===== config.mk =====
export PLATFORM = sky130hd
export DESIGN_NAME = hpm_host_pin_function_mux
export DESIGN_NICKNAME = d
export VERILOG_FILES = /design/src/logic/hpm_pkg.sv /design/src/logic/host_pin_function_mux.sv
export SDC_FILE = /design/constraint.sdc
export NUM_CORES = 1
export LEC_CHECK = 0
export ABC_AREA = 1
export BUFFER_PORTS_ARGS = -buffer_cell sky130_fd_sc_hd__buf_4
export CAP_MARGIN = 30
export CORE_UTILIZATION = 50
export DETAILED_ROUTE_END_ITERATION = 16
export PLACE_DENSITY_LB_ADDON = 0.1
export SYNTH_ARGS = -nofsm -noshare
export SYNTH_HDL_FRONTEND = slang
export SYNTH_SLANG_ARGS = --single-unit

===== constraint.sdc =====
create_clock -name core_clk -period 1.85 [get_ports core_clk]
set_input_delay 0 -clock core_clk [delete_from_list [all_inputs] [get_ports core_clk]]
set_output_delay 0 -clock core_clk [all_outputs]
set_load 0.005 [all_outputs]

===== src/logic/hpm_pkg.sv =====
/*
 * constants, register map and carrier types for the host pin function mux.
 * assumes an apb master on core_clk and pin pads outside that resolve enables.
 */
package hpm_pkg;

   // ----------------------------------------
   // register map (byte addresses)
   // ----------------------------------------
   localparam logic [11:0] HPM_OFS_PIN_SELECT = 12'h000;
   localparam logic [11:0] HPM_OFS_GLOBAL_CFG = 12'h004;
   localparam logic [11:0] HPM_OFS_STATUS = 12'h008;

   localparam logic [7:0] HPM_PIN_SELECT_RESET = 8'h00;
   localparam logic [7:0] HPM_GLOBAL_CFG_RESET = 8'h00;
   // synchroniser reset {tc, irq15, irq14, drq, dack}: terminal count idles low
   localparam logic [4:0] HPM_PIN_SYNC_RESET = 5'h0f;

   // ----------------------------------------
   // field positions
   // ----------------------------------------
   localparam int HPM_IRQ14_LSB = 0;
   localparam int HPM_IRQ15_LSB = 2;
   localparam int HPM_DACK_LSB = 4;
   localparam int HPM_DRQ_LSB = 6;
   localparam int HPM_CLK48_BIT = 5;
   localparam int HPM_EPP_BIT = 0;

   // reference clock rates in MHz
   localparam int HPM_REF_LOW_MHZ = 24;
   localparam int HPM_REF_HIGH_MHZ = 48;

   typedef enum logic [1:0] {
      HPM_SEL_DEFAULT,
      HPM_SEL_GPIO,
      HPM_SEL_KBC,
      HPM_SEL_ALT
   } hpm_sel_t;

   // signals of one pad: level driven and its enable
   typedef struct packed {
      logic out;
      logic oe;
   } hpm_pad_t;

   // internal function sources offered to the shared pins
   typedef struct packed {
      logic dmaRequest;
      logic irq14;
      logic irq15;
      logic gpioPort1Bit4Out;
      logic gpioPort1Bit4Oe;
      logic gpioPort1Bit5Out;
      logic gpioPort1Bit5Oe;
      logic gpioPort1Bit6Out;
      logic gpioPort1Bit6Oe;
      logic gpioPort1Bit7Out;
      logic gpioPort1Bit7Oe;
      logic kbcPort1Line4Out;
      logic kbcPort1Line4Oe;
      logic kbcPort1Line5Out;
      logic kbcPort1Line5Oe;
      logic systemControlInterruptN;
      logic powerLedOutput;
      logic watchdogTimerOutput;
   } hpm_src_t;

endpackage : hpm_pkg


===== src/logic/host_pin_function_mux.sv =====
/*
 * pin-function multiplexer for the shared host pins, with an apb register slave.
 * assumes pin levels arrive asynchronous to core_clk and pads resolve the enables.
 */
// Added by the designer: the address map and the APB interface to the registers.
`timescale 1ns/1ns
module hpm_host_pin_function_mux (
   input wire logic core_clk,
   input wire logic reset_n,
   input wire logic masterReset,
   // apb slave
   input wire logic psel,
   input wire logic penable,
   input wire logic pwrite,
   input wire logic [11:0] paddr,
   input wire logic [31:0] pwdata,
   output logic [31:0] prdata,
   output logic pready,
   output logic pslverr,
   // internal function sources and the epp / dma engine
   input wire hpm_pkg::hpm_src_t src,
   input wire logic eppBusy,
   // shared pins, sampled levels
   input wire logic dackPinIn,
   input wire logic drqPinIn,
   input wire logic irq14PinIn,
   input wire logic irq15PinIn,
   input wire logic terminalCountPin,
   // shared pins, driven side
   output hpm_pkg::hpm_pad_t dackPad,
   output hpm_pkg::hpm_pad_t drqPad,
   output hpm_pkg::hpm_pad_t irq14Pad,
   output hpm_pkg::hpm_pad_t irq15Pad,
   output hpm_pkg::hpm_pad_t channelReadyPad,
   // decoded inputs handed to the functions
   output logic dmaAckN,
   output logic transferEnd,
   output logic gpioPort1Bit4In,
   output logic gpioPort1Bit5In,
   output logic gpioPort1Bit6In,
   output logic gpioPort1Bit7In,
   output logic kbcPort1Line4In,
   output logic kbcPort1Line5In,
   output logic refClockIs48,
   output logic eppMode
);
   import hpm_pkg::*;

   // ----------------------------------------
   // reset release
   // ----------------------------------------
   logic rstMeta;
   logic rstSync;
   logic mrMeta;
   logic mrSync;
   logic rst;

   // master reset is a pin: two flops before use
   always_ff @(posedge core_clk or negedge reset_n) begin
      if (!reset_n) begin
         rstMeta <= 1'b0;
         rstSync <= 1'b0;
         mrMeta <= 1'b0;
         mrSync <= 1'b0;
      end else begin
         rstMeta <= 1'b1;
         rstSync <= rstMeta;
         mrMeta <= masterReset;
         mrSync <= mrMeta;
      end
   end
   assign rst = !rstSync || mrSync;

   // ----------------------------------------
   // pin input synchronisers
   // ----------------------------------------
   logic [4:0] pinMeta;
   logic [4:0] pinSync;

   // reset to idle levels, so no false terminal count follows reset
   always_ff @(posedge core_clk or negedge reset_n) begin
      if (!reset_n) begin
         pinMeta <= HPM_PIN_SYNC_RESET;
         pinSync <= HPM_PIN_SYNC_RESET;
      end else begin
         pinMeta <= {terminalCountPin, irq15PinIn, irq14PinIn, drqPinIn, dackPinIn};
         pinSync <= pinMeta;
      end
   end

   // ----------------------------------------
   // registers and apb slave
   // ----------------------------------------
   logic [7:0] pinSelect;
   logic [7:0] globalCfg;
   logic [7:0] next_pinSelect;
   logic [7:0] next_globalCfg;
   logic [31:0] next_prdata;
   logic next_pready;
   logic next_pslverr;
   logic setup;
   logic commit;
   logic mapped;
   logic [31:0] readWord;

   // no wait state: answer in the cycle after setup
   assign setup = psel && !penable && !pready;
   // a write lands only at the access edge that sees pready high
   assign commit = psel && penable && pready && pwrite;

   always_comb begin
      next_pinSelect = pinSelect;
      next_globalCfg = globalCfg;
      next_prdata = 32'h0000_0000;
      next_pready = 1'b0;
      next_pslverr = 1'b0;
      mapped = 1'b1;
      readWord = 32'h0000_0000;
      if (paddr == HPM_OFS_PIN_SELECT) begin
         readWord = {24'h00_0000, pinSelect};
         if (commit) next_pinSelect = pwdata[7:0];
      end else if (paddr == HPM_OFS_GLOBAL_CFG) begin
         readWord = {24'h00_0000, globalCfg};
         if (commit) next_globalCfg = pwdata[7:0];
      end else if (paddr == HPM_OFS_STATUS && !pwrite) begin
         // live pin levels after synchronising
         readWord = {27'h000_0000, pinSync};
      end else begin
         mapped = 1'b0;
      end
      if (setup) begin
         next_pready = 1'b1;
         next_prdata = readWord;
         next_pslverr = !mapped;
      end
   end

   // answer registered at the setup edge, registers at the access edge
   always_ff @(posedge core_clk or negedge reset_n) begin
      if (!reset_n) begin
         pinSelect <= HPM_PIN_SELECT_RESET;
         globalCfg <= HPM_GLOBAL_CFG_RESET;
         prdata <= 32'h0000_0000;
         pready <= 1'b0;
         pslverr <= 1'b0;
      end else if (rst) begin
         pinSelect <= HPM_PIN_SELECT_RESET;
         globalCfg <= HPM_GLOBAL_CFG_RESET;
         prdata <= 32'h0000_0000;
         pready <= 1'b0;
         pslverr <= 1'b0;
      end else begin
         pinSelect <= next_pinSelect;
         globalCfg <= next_globalCfg;
         prdata <= next_prdata;
         pready <= next_pready;
         pslverr <= next_pslverr;
      end
   end

   // ----------------------------------------
   // pin routing
   // ----------------------------------------
   hpm_sel_t dackSel;
   hpm_sel_t drqSel;
   hpm_sel_t irq14Sel;
   hpm_sel_t irq15Sel;
   hpm_pad_t next_dackPad;
   hpm_pad_t next_drqPad;
   hpm_pad_t next_irq14Pad;
   hpm_pad_t next_irq15Pad;
   hpm_pad_t next_channelReadyPad;
   logic next_dmaAckN;
   logic next_transferEnd;
   logic [5:0] next_pinIn;

   assign dackSel = hpm_sel_t'(pinSelect[HPM_DACK_LSB +: 2]);
   assign drqSel = hpm_sel_t'(pinSelect[HPM_DRQ_LSB +: 2]);
   assign irq14Sel = hpm_sel_t'(pinSelect[HPM_IRQ14_LSB +: 2]);
   assign irq15Sel = hpm_sel_t'(pinSelect[HPM_IRQ15_LSB +: 2]);

   always_comb begin
      next_pinIn = 6'h00;
      next_dmaAckN = 1'b1;
      case (dackSel)
         HPM_SEL_GPIO: begin
            next_dackPad = '{out: src.gpioPort1Bit6Out, oe: src.gpioPort1Bit6Oe};
            next_pinIn[2] = pinSync[0];
         end
         HPM_SEL_KBC: begin
            next_dackPad = '{out: src.kbcPort1Line5Out, oe: src.kbcPort1Line5Oe};
            next_pinIn[5] = pinSync[0];
         end
         default: begin
            // 11 unlisted: keep the pin an input
            next_dackPad = '{out: 1'b1, oe: 1'b0};
            next_dmaAckN = pinSync[0];
         end
      endcase
      case (drqSel)
         HPM_SEL_GPIO: begin
            next_drqPad = '{out: src.gpioPort1Bit7Out, oe: src.gpioPort1Bit7Oe};
            next_pinIn[3] = pinSync[1];
         end
         HPM_SEL_KBC: begin
            next_drqPad = '{out: src.kbcPort1Line4Out, oe: src.kbcPort1Line4Oe};
            next_pinIn[4] = pinSync[1];
         end
         HPM_SEL_ALT: next_drqPad = '{out: src.systemControlInterruptN, oe: 1'b1};
         default: next_drqPad = '{out: src.dmaRequest, oe: 1'b1};
      endcase
      // irq14 pin routing, 11 falls to irq14
      case (irq14Sel)
         HPM_SEL_GPIO: begin
            next_irq14Pad = '{out: src.gpioPort1Bit4Out, oe: src.gpioPort1Bit4Oe};
            next_pinIn[0] = pinSync[2];
         end
         HPM_SEL_KBC: next_irq14Pad = '{out: src.powerLedOutput, oe: 1'b1};
         default: next_irq14Pad = '{out: src.irq14, oe: 1'b1};
      endcase
      // irq15 pin routing, 11 falls to irq15
      case (irq15Sel)
         HPM_SEL_GPIO: begin
            next_irq15Pad = '{out: src.gpioPort1Bit5Out, oe: src.gpioPort1Bit5Oe};
            next_pinIn[1] = pinSync[3];
         end
         HPM_SEL_KBC: next_irq15Pad = '{out: src.watchdogTimerOutput, oe: 1'b1};
         default: next_irq15Pad = '{out: src.irq15, oe: 1'b1};
      endcase
      // terminal count ends the transfer, only while the ack pin is ours
      next_transferEnd = pinSync[4] && (dackSel == HPM_SEL_DEFAULT || dackSel == HPM_SEL_ALT);
      // open drain: pull low to stretch only in epp mode
      next_channelReadyPad = '{out: 1'b0, oe: globalCfg[HPM_EPP_BIT] && eppBusy};
   end

   // every pin output from a flop; safe defaults are pins idle, not driving
   always_ff @(posedge core_clk or negedge reset_n) begin
      if (!reset_n) begin
         dackPad <= '{out: 1'b1, oe: 1'b0};
         drqPad <= '{out: 1'b0, oe: 1'b0};
         irq14Pad <= '{out: 1'b0, oe: 1'b0};
         irq15Pad <= '{out: 1'b0, oe: 1'b0};
         channelReadyPad <= '{out: 1'b0, oe: 1'b0};
         dmaAckN <= 1'b1;
         transferEnd <= 1'b0;
         {kbcPort1Line5In, kbcPort1Line4In, gpioPort1Bit7In, gpioPort1Bit6In,
            gpioPort1Bit5In, gpioPort1Bit4In} <= 6'h00;
         refClockIs48 <= 1'b0;
         eppMode <= 1'b0;
      end else begin
         dackPad <= next_dackPad;
         drqPad <= next_drqPad;
         irq14Pad <= next_irq14Pad;
         irq15Pad <= next_irq15Pad;
         channelReadyPad <= rst ? '{out: 1'b0, oe: 1'b0} : next_channelReadyPad;
         dmaAckN <= next_dmaAckN;
         transferEnd <= next_transferEnd;
         {kbcPort1Line5In, kbcPort1Line4In, gpioPort1Bit7In, gpioPort1Bit6In,
            gpioPort1Bit5In, gpioPort1Bit4In} <= next_pinIn;
         // 24 or 48 MHz reference select
         refClockIs48 <= globalCfg[HPM_CLK48_BIT];
         eppMode <= globalCfg[HPM_EPP_BIT];
      end
   end

endmodule : hpm_host_pin_function_mux


==> results of run 1 <==
[sequential cells by signal, indices dropped and copies added, names as in the netlist, 2 cells and up]
| register | flops |
|---|---|
| dackPad | 2 |
| drqPad | 2 |
| globalCfg | 8 |
| irq14Pad | 2 |
| irq15Pad | 2 |
| pinMeta | 5 |
| pinSelect | 8 |
| pinSync | 5 |
| prdata | 8 |
[placed cells by master, fill, tap and decap left out, types with 2 or more instances in the layout]
| cell type | instances |
|---|---|
| a21oi_1 | 16 |
| nor2_1 | 18 |
| o211ai_1 | 5 |
| dlygate4sd3_1 | 30 |
| dfrtp_1 | 49 |
| conb_1 | 26 |
| ha_1 | 6 |
| or2_4 | 2 |
| nand2_1 | 54 |
| nand4_1 | 2 |
| clkinv_2 | 4 |
| nor2_8 | 2 |
| inv_1 | 34 |
| nand3_1 | 37 |
| clkbuf_8 | 10 |
| dfstp_2 | 10 |
| buf_4 | 78 |
[power by group]
part	switching, mW	total, mW	internal (mW)
clock network	0.485	1.14	0.651
registers	0.0261	1.38	1.35
logic	0.154	0.337	0.183
[synthesized netlist by cell type (all sizes together)]
library cell and number:
nand2 56, dfrtp 49, nand3 39, inv 34
buf 29, nor2 22, a21oi 16, dfstp 10
ha 6, o211ai 5, clkinv 2, conb 2
nand4 2, or2 2, a221o 1, and2 1
nand3b 1, nor3 1, o21ai 1, o22ai 1
[kinds of logic after synthesis]
kind of cell,count (synthesis)
AND/OR/NAND/NOR,124
buffers and inverters,65
flip-flops,59
AO/OA/AOI/OAI,24
adder cells (fa/ha/maj),6
other,2
[final timing paths]
kind                         startpoint               to  slack (ns)  depth (start not counted)
min in group asynchronous       reset_n  gpioPort1Bit6In        0.27                          2
max reg2reg                pinSelect[4]       dackPad[1]        0.15                          4
max in group asynchronous       reset_n     pinSelect[4]        1.10                          2
max                        pinSelect[4]       dackPad[1]        0.15                          4
min                           pwdata[3]     globalCfg[3]        0.02                          5
min reg2reg                     rstMeta          rstSync        0.35                          0
[worst min-delay path: cells and delay by family]
kind                   cells  cell delay [ns]
buffers and inverters      2             0.15
and+or+nand+nor            3             0.15
[layout make-up]
| type | instances | area (µm²) | share of cell area [%] |
|---|---|---|---|
| Sequential cell | 59 | 1490 | 39.9 |
| Multi-Input combinational cell | 180 | 930 | 24.9 |
| Timing Repair Buffer | 108 | 886 | 23.8 |
| Clock buffer | 11 | 141 | 3.79 |
| Inverter | 36 | 141 | 3.79 |
| Tap cell | 70 | 87.6 | 2.35 |
| Clock inverter | 5 | 52.6 | 1.41 |
[timing repair]
action	in CTS	in global routing
endpoints found under the setup margin	0	0
setup buffers	0	0
hold buffers	30	0
endpoints found under the hold margin	76	0
[metal layers]
layer  part of all wire, %  wire length, µm  vias up
li1                      -                -     1067
met1                    42             2410     1017
met2                    50             2840       77
met3                   6.1              350       12
met4                   2.2              125        0
met5                     0                0        -
==> results.md, run 1 <==
- Post-Synth XOR/XNOR Area: 0%
- Die Width: 75.3 µm
- PwrDens: 765 nW/µm²
- CTS resizes: 0
- Cells after Synth: 280
- Vias in the first global route: 2002
- Synth cell types: 30
- Setup skew after layout: ~0.0052 ns
- Final WL: 5730 µm
- Mapped cell area: 2690 µm²
- First-pass GRT wire length: 9050 µm
- Drt drc: 0
- VDD IR max: ~0.00052 V
- Largest stage delay, worst path: 0.55 ns
- Slew Limit Fails: 0
- # Max-Cap Violations: 0
- Ys Warns: 0
- Slowest cell on the critical path: dlygate4sd3_1
- GR Layer Usage met3: 5.56%
- H-tree depth: 3
- Final Setup Violations: 0
- Non-filler cells in the finished layout: roughly 470
- Ratio of cells with drive above 1 in the final layout: between 20% and 30%
- I/O Pins: around 130
- Synth Area in Simple Gates: between 20% and 30%
- Initial antenna violation count: 0
- Clock Tree Root: clkbuf_8
- GP Congestion: 0.795
- Hold Slack: 0.0160 ns
- Total gr overflow: 0
- Die Ht: roughly 75 µm
- Syn Area/Cell: 9.60 µm²
- Fin area: 3730 µm²
- Leakage power: around 2.0 nW
- Final worst slack: approximately 0.15 ns
- Ant. Diodes: 0
- Critical path buffer and inverter count: 2
- Crit-path cells: inv_1, ha_1, a221o_1, dlygate4sd3_1
- Maximum fanout along the worst path: 4
- Highest Clock Rate: 587 MHz
- CTS max path bufs: 2
- Pre-CTS setup slack: around 0.53 ns
- CP Class: reg2reg
- Pin count of the biggest net entering global routing: 60
- Required @ worst endpoint: between 2 and 2.5 ns
- Final Hold Viols: 0
- Iter 0 DRT Violations: between 100 and 150
- Area leader, netlist: dfrtp_1
- Tmin final: 1.70 ns
- Total Nets Final: 474
- FP Rows: 26
- Hold WC Path Type: in2reg
- Met1 global-route usage: 27.8%
- DR pass1 iterations: 4
- Top-area cell type share of the netlist area: 45.6%
- Worst skew pair latency: 0.33 ns
- Inst Count DP: 423
- Mux cell area share after synthesis: 0%
- Final core utilization: 72.5%
- WL/cell: between 10 and 15 µm
- Overall Global Routing Usage: 22.3%
- Vias: 2173
- Worst Setup Start Kind: register
- Setup TNS: 0 ns
- Crit. End Element: register
- TritonCTS clock tree: yes
- Unrepaired setup endpoints after global routing: false
- ANT nets after route: 0
- Power Total: roughly 2.8 mW
- GRT Max-Usage Layer: met2
- Status: finished clean
- Buffers on Ports: roughly 80
- Sequential area share after synthesis: 55.4%
- Main area contributors after synthesis: dfrtp_1 46%, dfstp_2 9.8%, buf_4 7.5%
- Drt via density: 4.63
- FF+latch count, synth: 59
- Core Region: 5140 µm²
- Filler cell count: 389
- Starting Density: 52.3%
- Worst slew margin relative to its limit: 51.6%
- Met2 Use GR: a little over a third
- # clock sinks: 59
- CP arrival: 1.97 ns
- Post-Synth Adder-Cell Area: approximately 2.8%
- Least-Margin Pin Slew: between 0.7 and 0.8 ns
- Main combinational cell family by area after synthesis: simple AND/OR/NAND/NOR gates
- Tcrit/Tclk final: 92.1%
- Compound-gate portion of the synthesized area: 5.17%
- TritonCTS Buffers: 9
- Clk slew on worst S/H paths: 0.07 ns
- Cell area after placement: around 3200 µm²
- Die Footprint: roughly 5700 µm²
- Top Family by Delay on Critical Path: buffers and inverters
- Area delta synth->final: 38.6%
- DP HPWL: 3720 µm
Power figures use the tool's default switching activity.
==> run 2: changes to the inputs <==
--- a/config.mk
+++ b/config.mk
@@ -8,8 +8,9 @@
 export ABC_AREA = 1
 export BUFFER_PORTS_ARGS = -buffer_cell sky130_fd_sc_hd__buf_4
 export CAP_MARGIN = 30
-export CORE_UTILIZATION = 50
+export CORE_UTILIZATION = 46
 export DETAILED_ROUTE_END_ITERATION = 16
+export GPL_ROUTABILITY_DRIVEN = 0
 export PLACE_DENSITY_LB_ADDON = 0.1
 export SYNTH_ARGS = -nofsm -noshare
 export SYNTH_HDL_FRONTEND = slang
==> constraint.sdc (replaced) <==
create_clock -name core_clk -period 1.8 [get_ports core_clk]
set_input_delay 0 -clock core_clk [delete_from_list [all_inputs] [get_ports core_clk]]
set_output_delay 0 -clock core_clk [all_outputs]
set_load 0.005 [all_outputs]
==> run 2 against run 1 <==
Net effect:
- setup slack got worse by 0.057 ns
- flip-flop and latch count stayed put
- first-iteration DRC count up 13%
- critical path depth stayed put
- global-route usage fell by 1.5 points
- maximum frequency fell by 0.41%
- critical path type unchanged
- core utilization down 5.9 points
- clock skew up 0.0014 ns
- clock power down 8%
- combinational power increased by 2%
- clock-buffer cell count increased by 3
==> results.md, run 2 (same netlist as run 1, synthesis figures left out) <==
- Status: finished clean
- Hold WC Path Type: in2reg
- Slew Limit Fails: 0
- Cell area after placement: 3240 µm²
- Power Total: between 2 and 3 mW
- Largest registers: globalCfg: 8 flops, pinSelect: 8 flops, prdata: 8 flops
- Clock Tree Root: clkbuf_8
- Setup TNS: 0 ns
- Crit. End Element: register
- Commonest cells after routing, fill and taps aside: 79 x buf_4, 54 x nand2_1, 49 x dfrtp_1
- Tmin final: 1.71 ns
- Drt drc: 0
- Final Hold Viols: 0
- Total gr overflow: 0
- # Max-Cap Violations: 0
- Initial antenna violation count: 0
- Final worst slack: 0.0897 ns
- Clk slew on worst S/H paths: 0.06 ns
- CP arrival: ~2 ns
- Core Region: approximately 5600 µm²
- Pin count of the biggest net entering global routing: 60
- Final WL: between 5000 and 6000 µm
- DR pass1 iterations: 4
- CTS max path bufs: 2
- Drt via density: about 4.6
- VDD IR max: 0.000455 V
- First-pass GRT wire length: ~9700 µm
- DP HPWL: 3770 µm
- H-tree depth: 3
- Starting Density: 48.2%
- Required @ worst endpoint: 2.05 ns
- Setup skew after layout: 0.00659 ns
- TritonCTS Buffers: 9
- Die Footprint: 6160 µm²
- Final core utilization: 66.7%
- Total Nets Final: 475
- Fin area: approximately 3700 µm²
- I/O Pins: 128
- WL/cell: 12.0 µm
- Maximum fanout along the worst path: 4
- Crit path from: pinSelect[4]
- Leakage power: ~2 nW
- Worst skew pair latency: 0.33 ns
- Area delta synth->final: 38.2%
- TritonCTS clock tree: yes
- # clock sinks: 59
- Worst r2r src: pinSelect[4]
- Vias in the first global route: 2156
- Tcrit/Tclk final: 95.0%
- Unrepaired setup endpoints after global routing: false
- Die Ht: 78.5 µm
- Most common cell after layout, fill and taps aside: buf_4
- Die Width: 78.5 µm
- Vias: roughly 2200
- Overall Global Routing Usage: between 20% and 30%
- Iter 0 DRT Violations: 129
- Postcts setup bufs: 0
- PwrDens: 758 nW/µm²
- CTS resizes: 0
- Pre-CTS setup slack: 0.500 ns
- Final Setup Violations: 0
- CP Class: reg2reg
- Worst Setup Start Kind: register
- ANT nets after route: 0
- Reg area: 1490 µm²
- Filler cell count: between 400 and 500
- Worst slew margin relative to its limit: 51.6%
- Ant. Diodes: 0
- R2R Setup Slk: 0.09 ns
- Worst hold start: pwdata[3]
- Least-Margin Pin Slew: 0.727 ns
- Ratio of cells with drive above 1 in the final layout: between 20% and 30%
- Buffers on Ports: a little under 80
- Highest Clock Rate: just under 600 MHz
- FP Rows: 27
- Area of the multi-input gates: 930 µm²
==> run 2: cell types whose count changed in the layout (fill, tap and decap cells not counted) <==
cell	previous run	this run
clkbuf_1	1	3
buf_4	78	79
bufinv_16	1	0
clkbuf_8	10	11
clkinv_2	4	3
clkinvlp_4	1	0
==> run 2: worst paths after layout <==
check,to,cells after the start
hold / removal,globalCfg[3],5
min in group asynchronous,kbcPort1Line5In,2
hold reg to reg,pinSync[0],0
setup / recovery,dackPad[1],4
setup reg to reg,dackPad[1],4
max in group asynchronous,pinSync[4],2
==> run 2: cell type report <==
| class | instances | share of cell area (%) |
|---|---|---|
| clock buffer | 14 | 4.38 |
| tap | 72 | 2.42 |
| clock inverter | 2 | 0.269 |
| sequential | 59 | 40.1 |
| timing repair buffer | 109 | 24.0 |
| inverter | 36 | 3.80 |
| multi-input combinational | 180 | 25.0 |
==> run 2: where the power goes <==
group          switching [mW]  internal, mW  total [mW]
Clock                   0.483         0.572        1.05
Combinational           0.157         0.188       0.345
Sequential             0.0263          1.39        1.41
Total                   0.667          2.15        2.81
==> run 2: routing by layer <==
metal,track usage [%],vias to the layer above,routed length (µm)
met2,35.4,82,2790
met5,0,-,0
li1,-,1069,-
met4,10.6,0,107
met3,4.07,9,344
met1,24.8,994,2410
==> run 2: stage by stage <==
step,std cells,hold WS [ns]
after floorplan,304,-0.296
after global placement,426,0.101
after detailed placement,426,0.105
after CTS,472,0.0122
after global routing,472,0.0352
final,472,0.0181
==> run 2: critical path, cell delays in order (launching register included) <==
cell and delay [ns]:
dfrtp_1 0.38, inv_1 0.07, ha_1 0.35, a221o_1 0.27
dlygate4sd3_1 0.56
==> run 2: what timing repair did <==
| action | 4_1_cts | 5_1_grt |
|---|---|---|
| endpoints found under the hold margin | 79 | 0 |
| hold buffers | 30 | 0 |
| endpoints found under the setup margin | 0 | 0 |
==> run 3: changes to the inputs <==
--- a/config.mk
+++ b/config.mk
@@ -11,7 +11,7 @@
 export CORE_UTILIZATION = 46
 export DETAILED_ROUTE_END_ITERATION = 16
 export GPL_ROUTABILITY_DRIVEN = 0
-export PLACE_DENSITY_LB_ADDON = 0.1
+export PLACE_DENSITY = 0.83
 export SYNTH_ARGS = -nofsm -noshare
 export SYNTH_HDL_FRONTEND = slang
 export SYNTH_SLANG_ARGS = --single-unit
==> run 3 against run 2 <==
Net effect:
- clock-buffer cell count down 2
- clock skew about the same
- critical path type unchanged
- critical path depth unchanged
- design area up 1.3%
- maximum frequency up 1.1%
- sequential share of layout area down 0.51 points
- die area unchanged
- global-route usage down 1.2 points
- largest power group unchanged
- combinational power about the same
==> results.md, run 3 (same netlist as run 1, synthesis figures left out) <==
- Die Footprint: 6160 µm²
- Drt drc: 0
- Final Setup Violations: 0
- Buffers on Ports: 78
- Final worst slack: 0.108 ns
- Ant. Diodes: 0
- First-pass GRT wire length: 8890 µm
- Final Hold Viols: 0
- Tmin final: 1.69 ns
- Clock Tree Root: clkbuf_8
- Unrepaired setup endpoints after global routing: false
- PwrDens: 830 nW/µm²
- Combinational Power Share: 11.1%
- Worst Setup Start Kind: register
- Crit. End Element: register
- Vias in the first global route: 2036
- Hold WC Path Type: in2reg
- Slew Limit Fails: 0
- P_sw: between 0.6 and 0.7 mW
- P_int: 2.43 mW
- Worst slew margin relative to its limit: 52.1%
- Least-Margin Pin Slew: 0.718 ns
- VDD IR max: 0.000544 V
- Most common cell after layout, fill and taps aside: buf_4
- Postcts setup bufs: 0
- Post-CTS Hold Buffers: 30
- Setup skew after layout: between 0.006 and 0.007 ns
- WL/cell: 12.0 µm
- Core Region: roughly 5600 µm²
- Initial antenna violation count: 0
- Die Ht: 78.5 µm
- Drt via density: ~4.7
- Commonest cells after routing, fill and taps aside: 78 x buf_4, 54 x nand2_1, 49 x dfrtp_1
- Sequential Power Share: 45.3%
- Starting Density: 48.2%
- CTS max path bufs: 2
- H-tree depth: 3
- ANT nets after route: 0
- Worst skew pair latency: between 0.3 and 0.4 ns
- # clock sinks: 59
- Clk slew on worst S/H paths: 0.06 ns
- Filler cell count: 474
- Overall Global Routing Usage: between 10% and 20%
- Total Nets Final: roughly 470
- Tcrit/Tclk final: 94.0%
- Highest Clock Rate: 591 MHz
- Pin count of the biggest net entering global routing: 60
- TritonCTS clock tree: yes
- I/O Pins: 128
- Leakage power: just under 2 nW
- Final WL: approximately 5600 µm
- CTS resizes: 0
- Power Total: 3.12 mW
- Pre-CTS setup slack: 0.490 ns
- Clock power share: a little over two fifths
- DR pass1 iterations: 4
- DP HPWL: 3810 µm
- Total gr overflow: 0
- # Max-Cap Violations: 0
- Largest registers: globalCfg: 8 flops, pinSelect: 8 flops, prdata: 8 flops
- Area delta synth->final: 40.0%
- Iter 0 DRT Violations: between 150 and 200
- CP Class: reg2reg
- Required @ worst endpoint: 2.07 ns
- Status: finished clean
- FP Rows: 27
- Maximum fanout along the worst path: 4
- Die Width: 78.5 µm
- Ratio of cells with drive above 1 in the final layout: 29.1%
- Vias: 2230
- CP arrival: 1.96 ns
- Hold Slack: 0.0153 ns
- Sw Ratio: ~22%
- Setup TNS: 0 ns
- TritonCTS Buffers: 9
==> run 3: power by group through the flow <==
stage | sequential (mW) | combinational (mW) | clock [mW]
after floorplan | 1.43 | 0.154 | 0
after global placement | 1.44 | 0.278 | 0
after detailed placement | 1.44 | 0.287 | 0
after CTS | 1.41 | 0.347 | 1.39
after global routing | 1.42 | 0.387 | 1.44
final | 1.41 | 0.347 | 1.36
==> run 3: per-layer routing <==
| metal | vias up | GRT usage [%] | wire (µm) |
|---|---|---|---|
| li1 | 1074 | - | - |
| met1 | 1057 | 23.3 | 2320 |
| met2 | 88 | 30.9 | 2820 |
| met3 | 11 | 4.42 | 368 |
| met4 | 0 | 14.3 | 132 |
| met5 | - | 0 | 0 |
==> run 3: through the flow <==
step / area [µm²] / utilization, % / std cells
4_1_cts: 3760 / 67.5 / 471
3_5_place_dp: 3240 / 58.0 / 425
3_3_place_gp: 3240 / 58.0 / 425
5_1_grt: 3760 / 67.5 / 471
2_1_floorplan: 2780 / - / 304
6_report: 3760 / 67.5 / 471
==> run 3: worst paths after layout <==
| path | from | endpoint | slack (ns) | depth (start not counted) |
|---|---|---|---|---|
| setup / recovery | pinSelect[4] | dackPad[1] | 0.11 | 4 |
| hold / removal | pwdata[3] | globalCfg[3] | 0.02 | 5 |
| setup reg to reg | pinSelect[4] | dackPad[1] | 0.11 | 4 |
| hold reg to reg | pinMeta[4] | pinSync[4] | 0.35 | 0 |
| max in group asynchronous | reset_n | pinSelect[2] | 1.06 | 2 |
| min in group asynchronous | reset_n | drqPad[0] | 0.25 | 2 |
==> run 3: critical path, stage by stage (launching register included) <==
cell	delay, ns
dfrtp_1	0.39
inv_1	0.07
ha_1	0.34
a221o_1	0.27
dlygate4sd3_1	0.55
==> run 3: final cells by class <==
cell class / instances / area (µm²) / area share (%)
timing repair buffer: 108 / 886 / 23.5
multi-input combinational: 180 / 930 / 24.7
inverter: 36 / 141 / 3.76
tap: 72 / 90.1 / 2.39
clock inverter: 4 / 72.6 / 1.93
clock buffer: 12 / 155 / 4.12
sequential: 59 / 1490 / 39.6
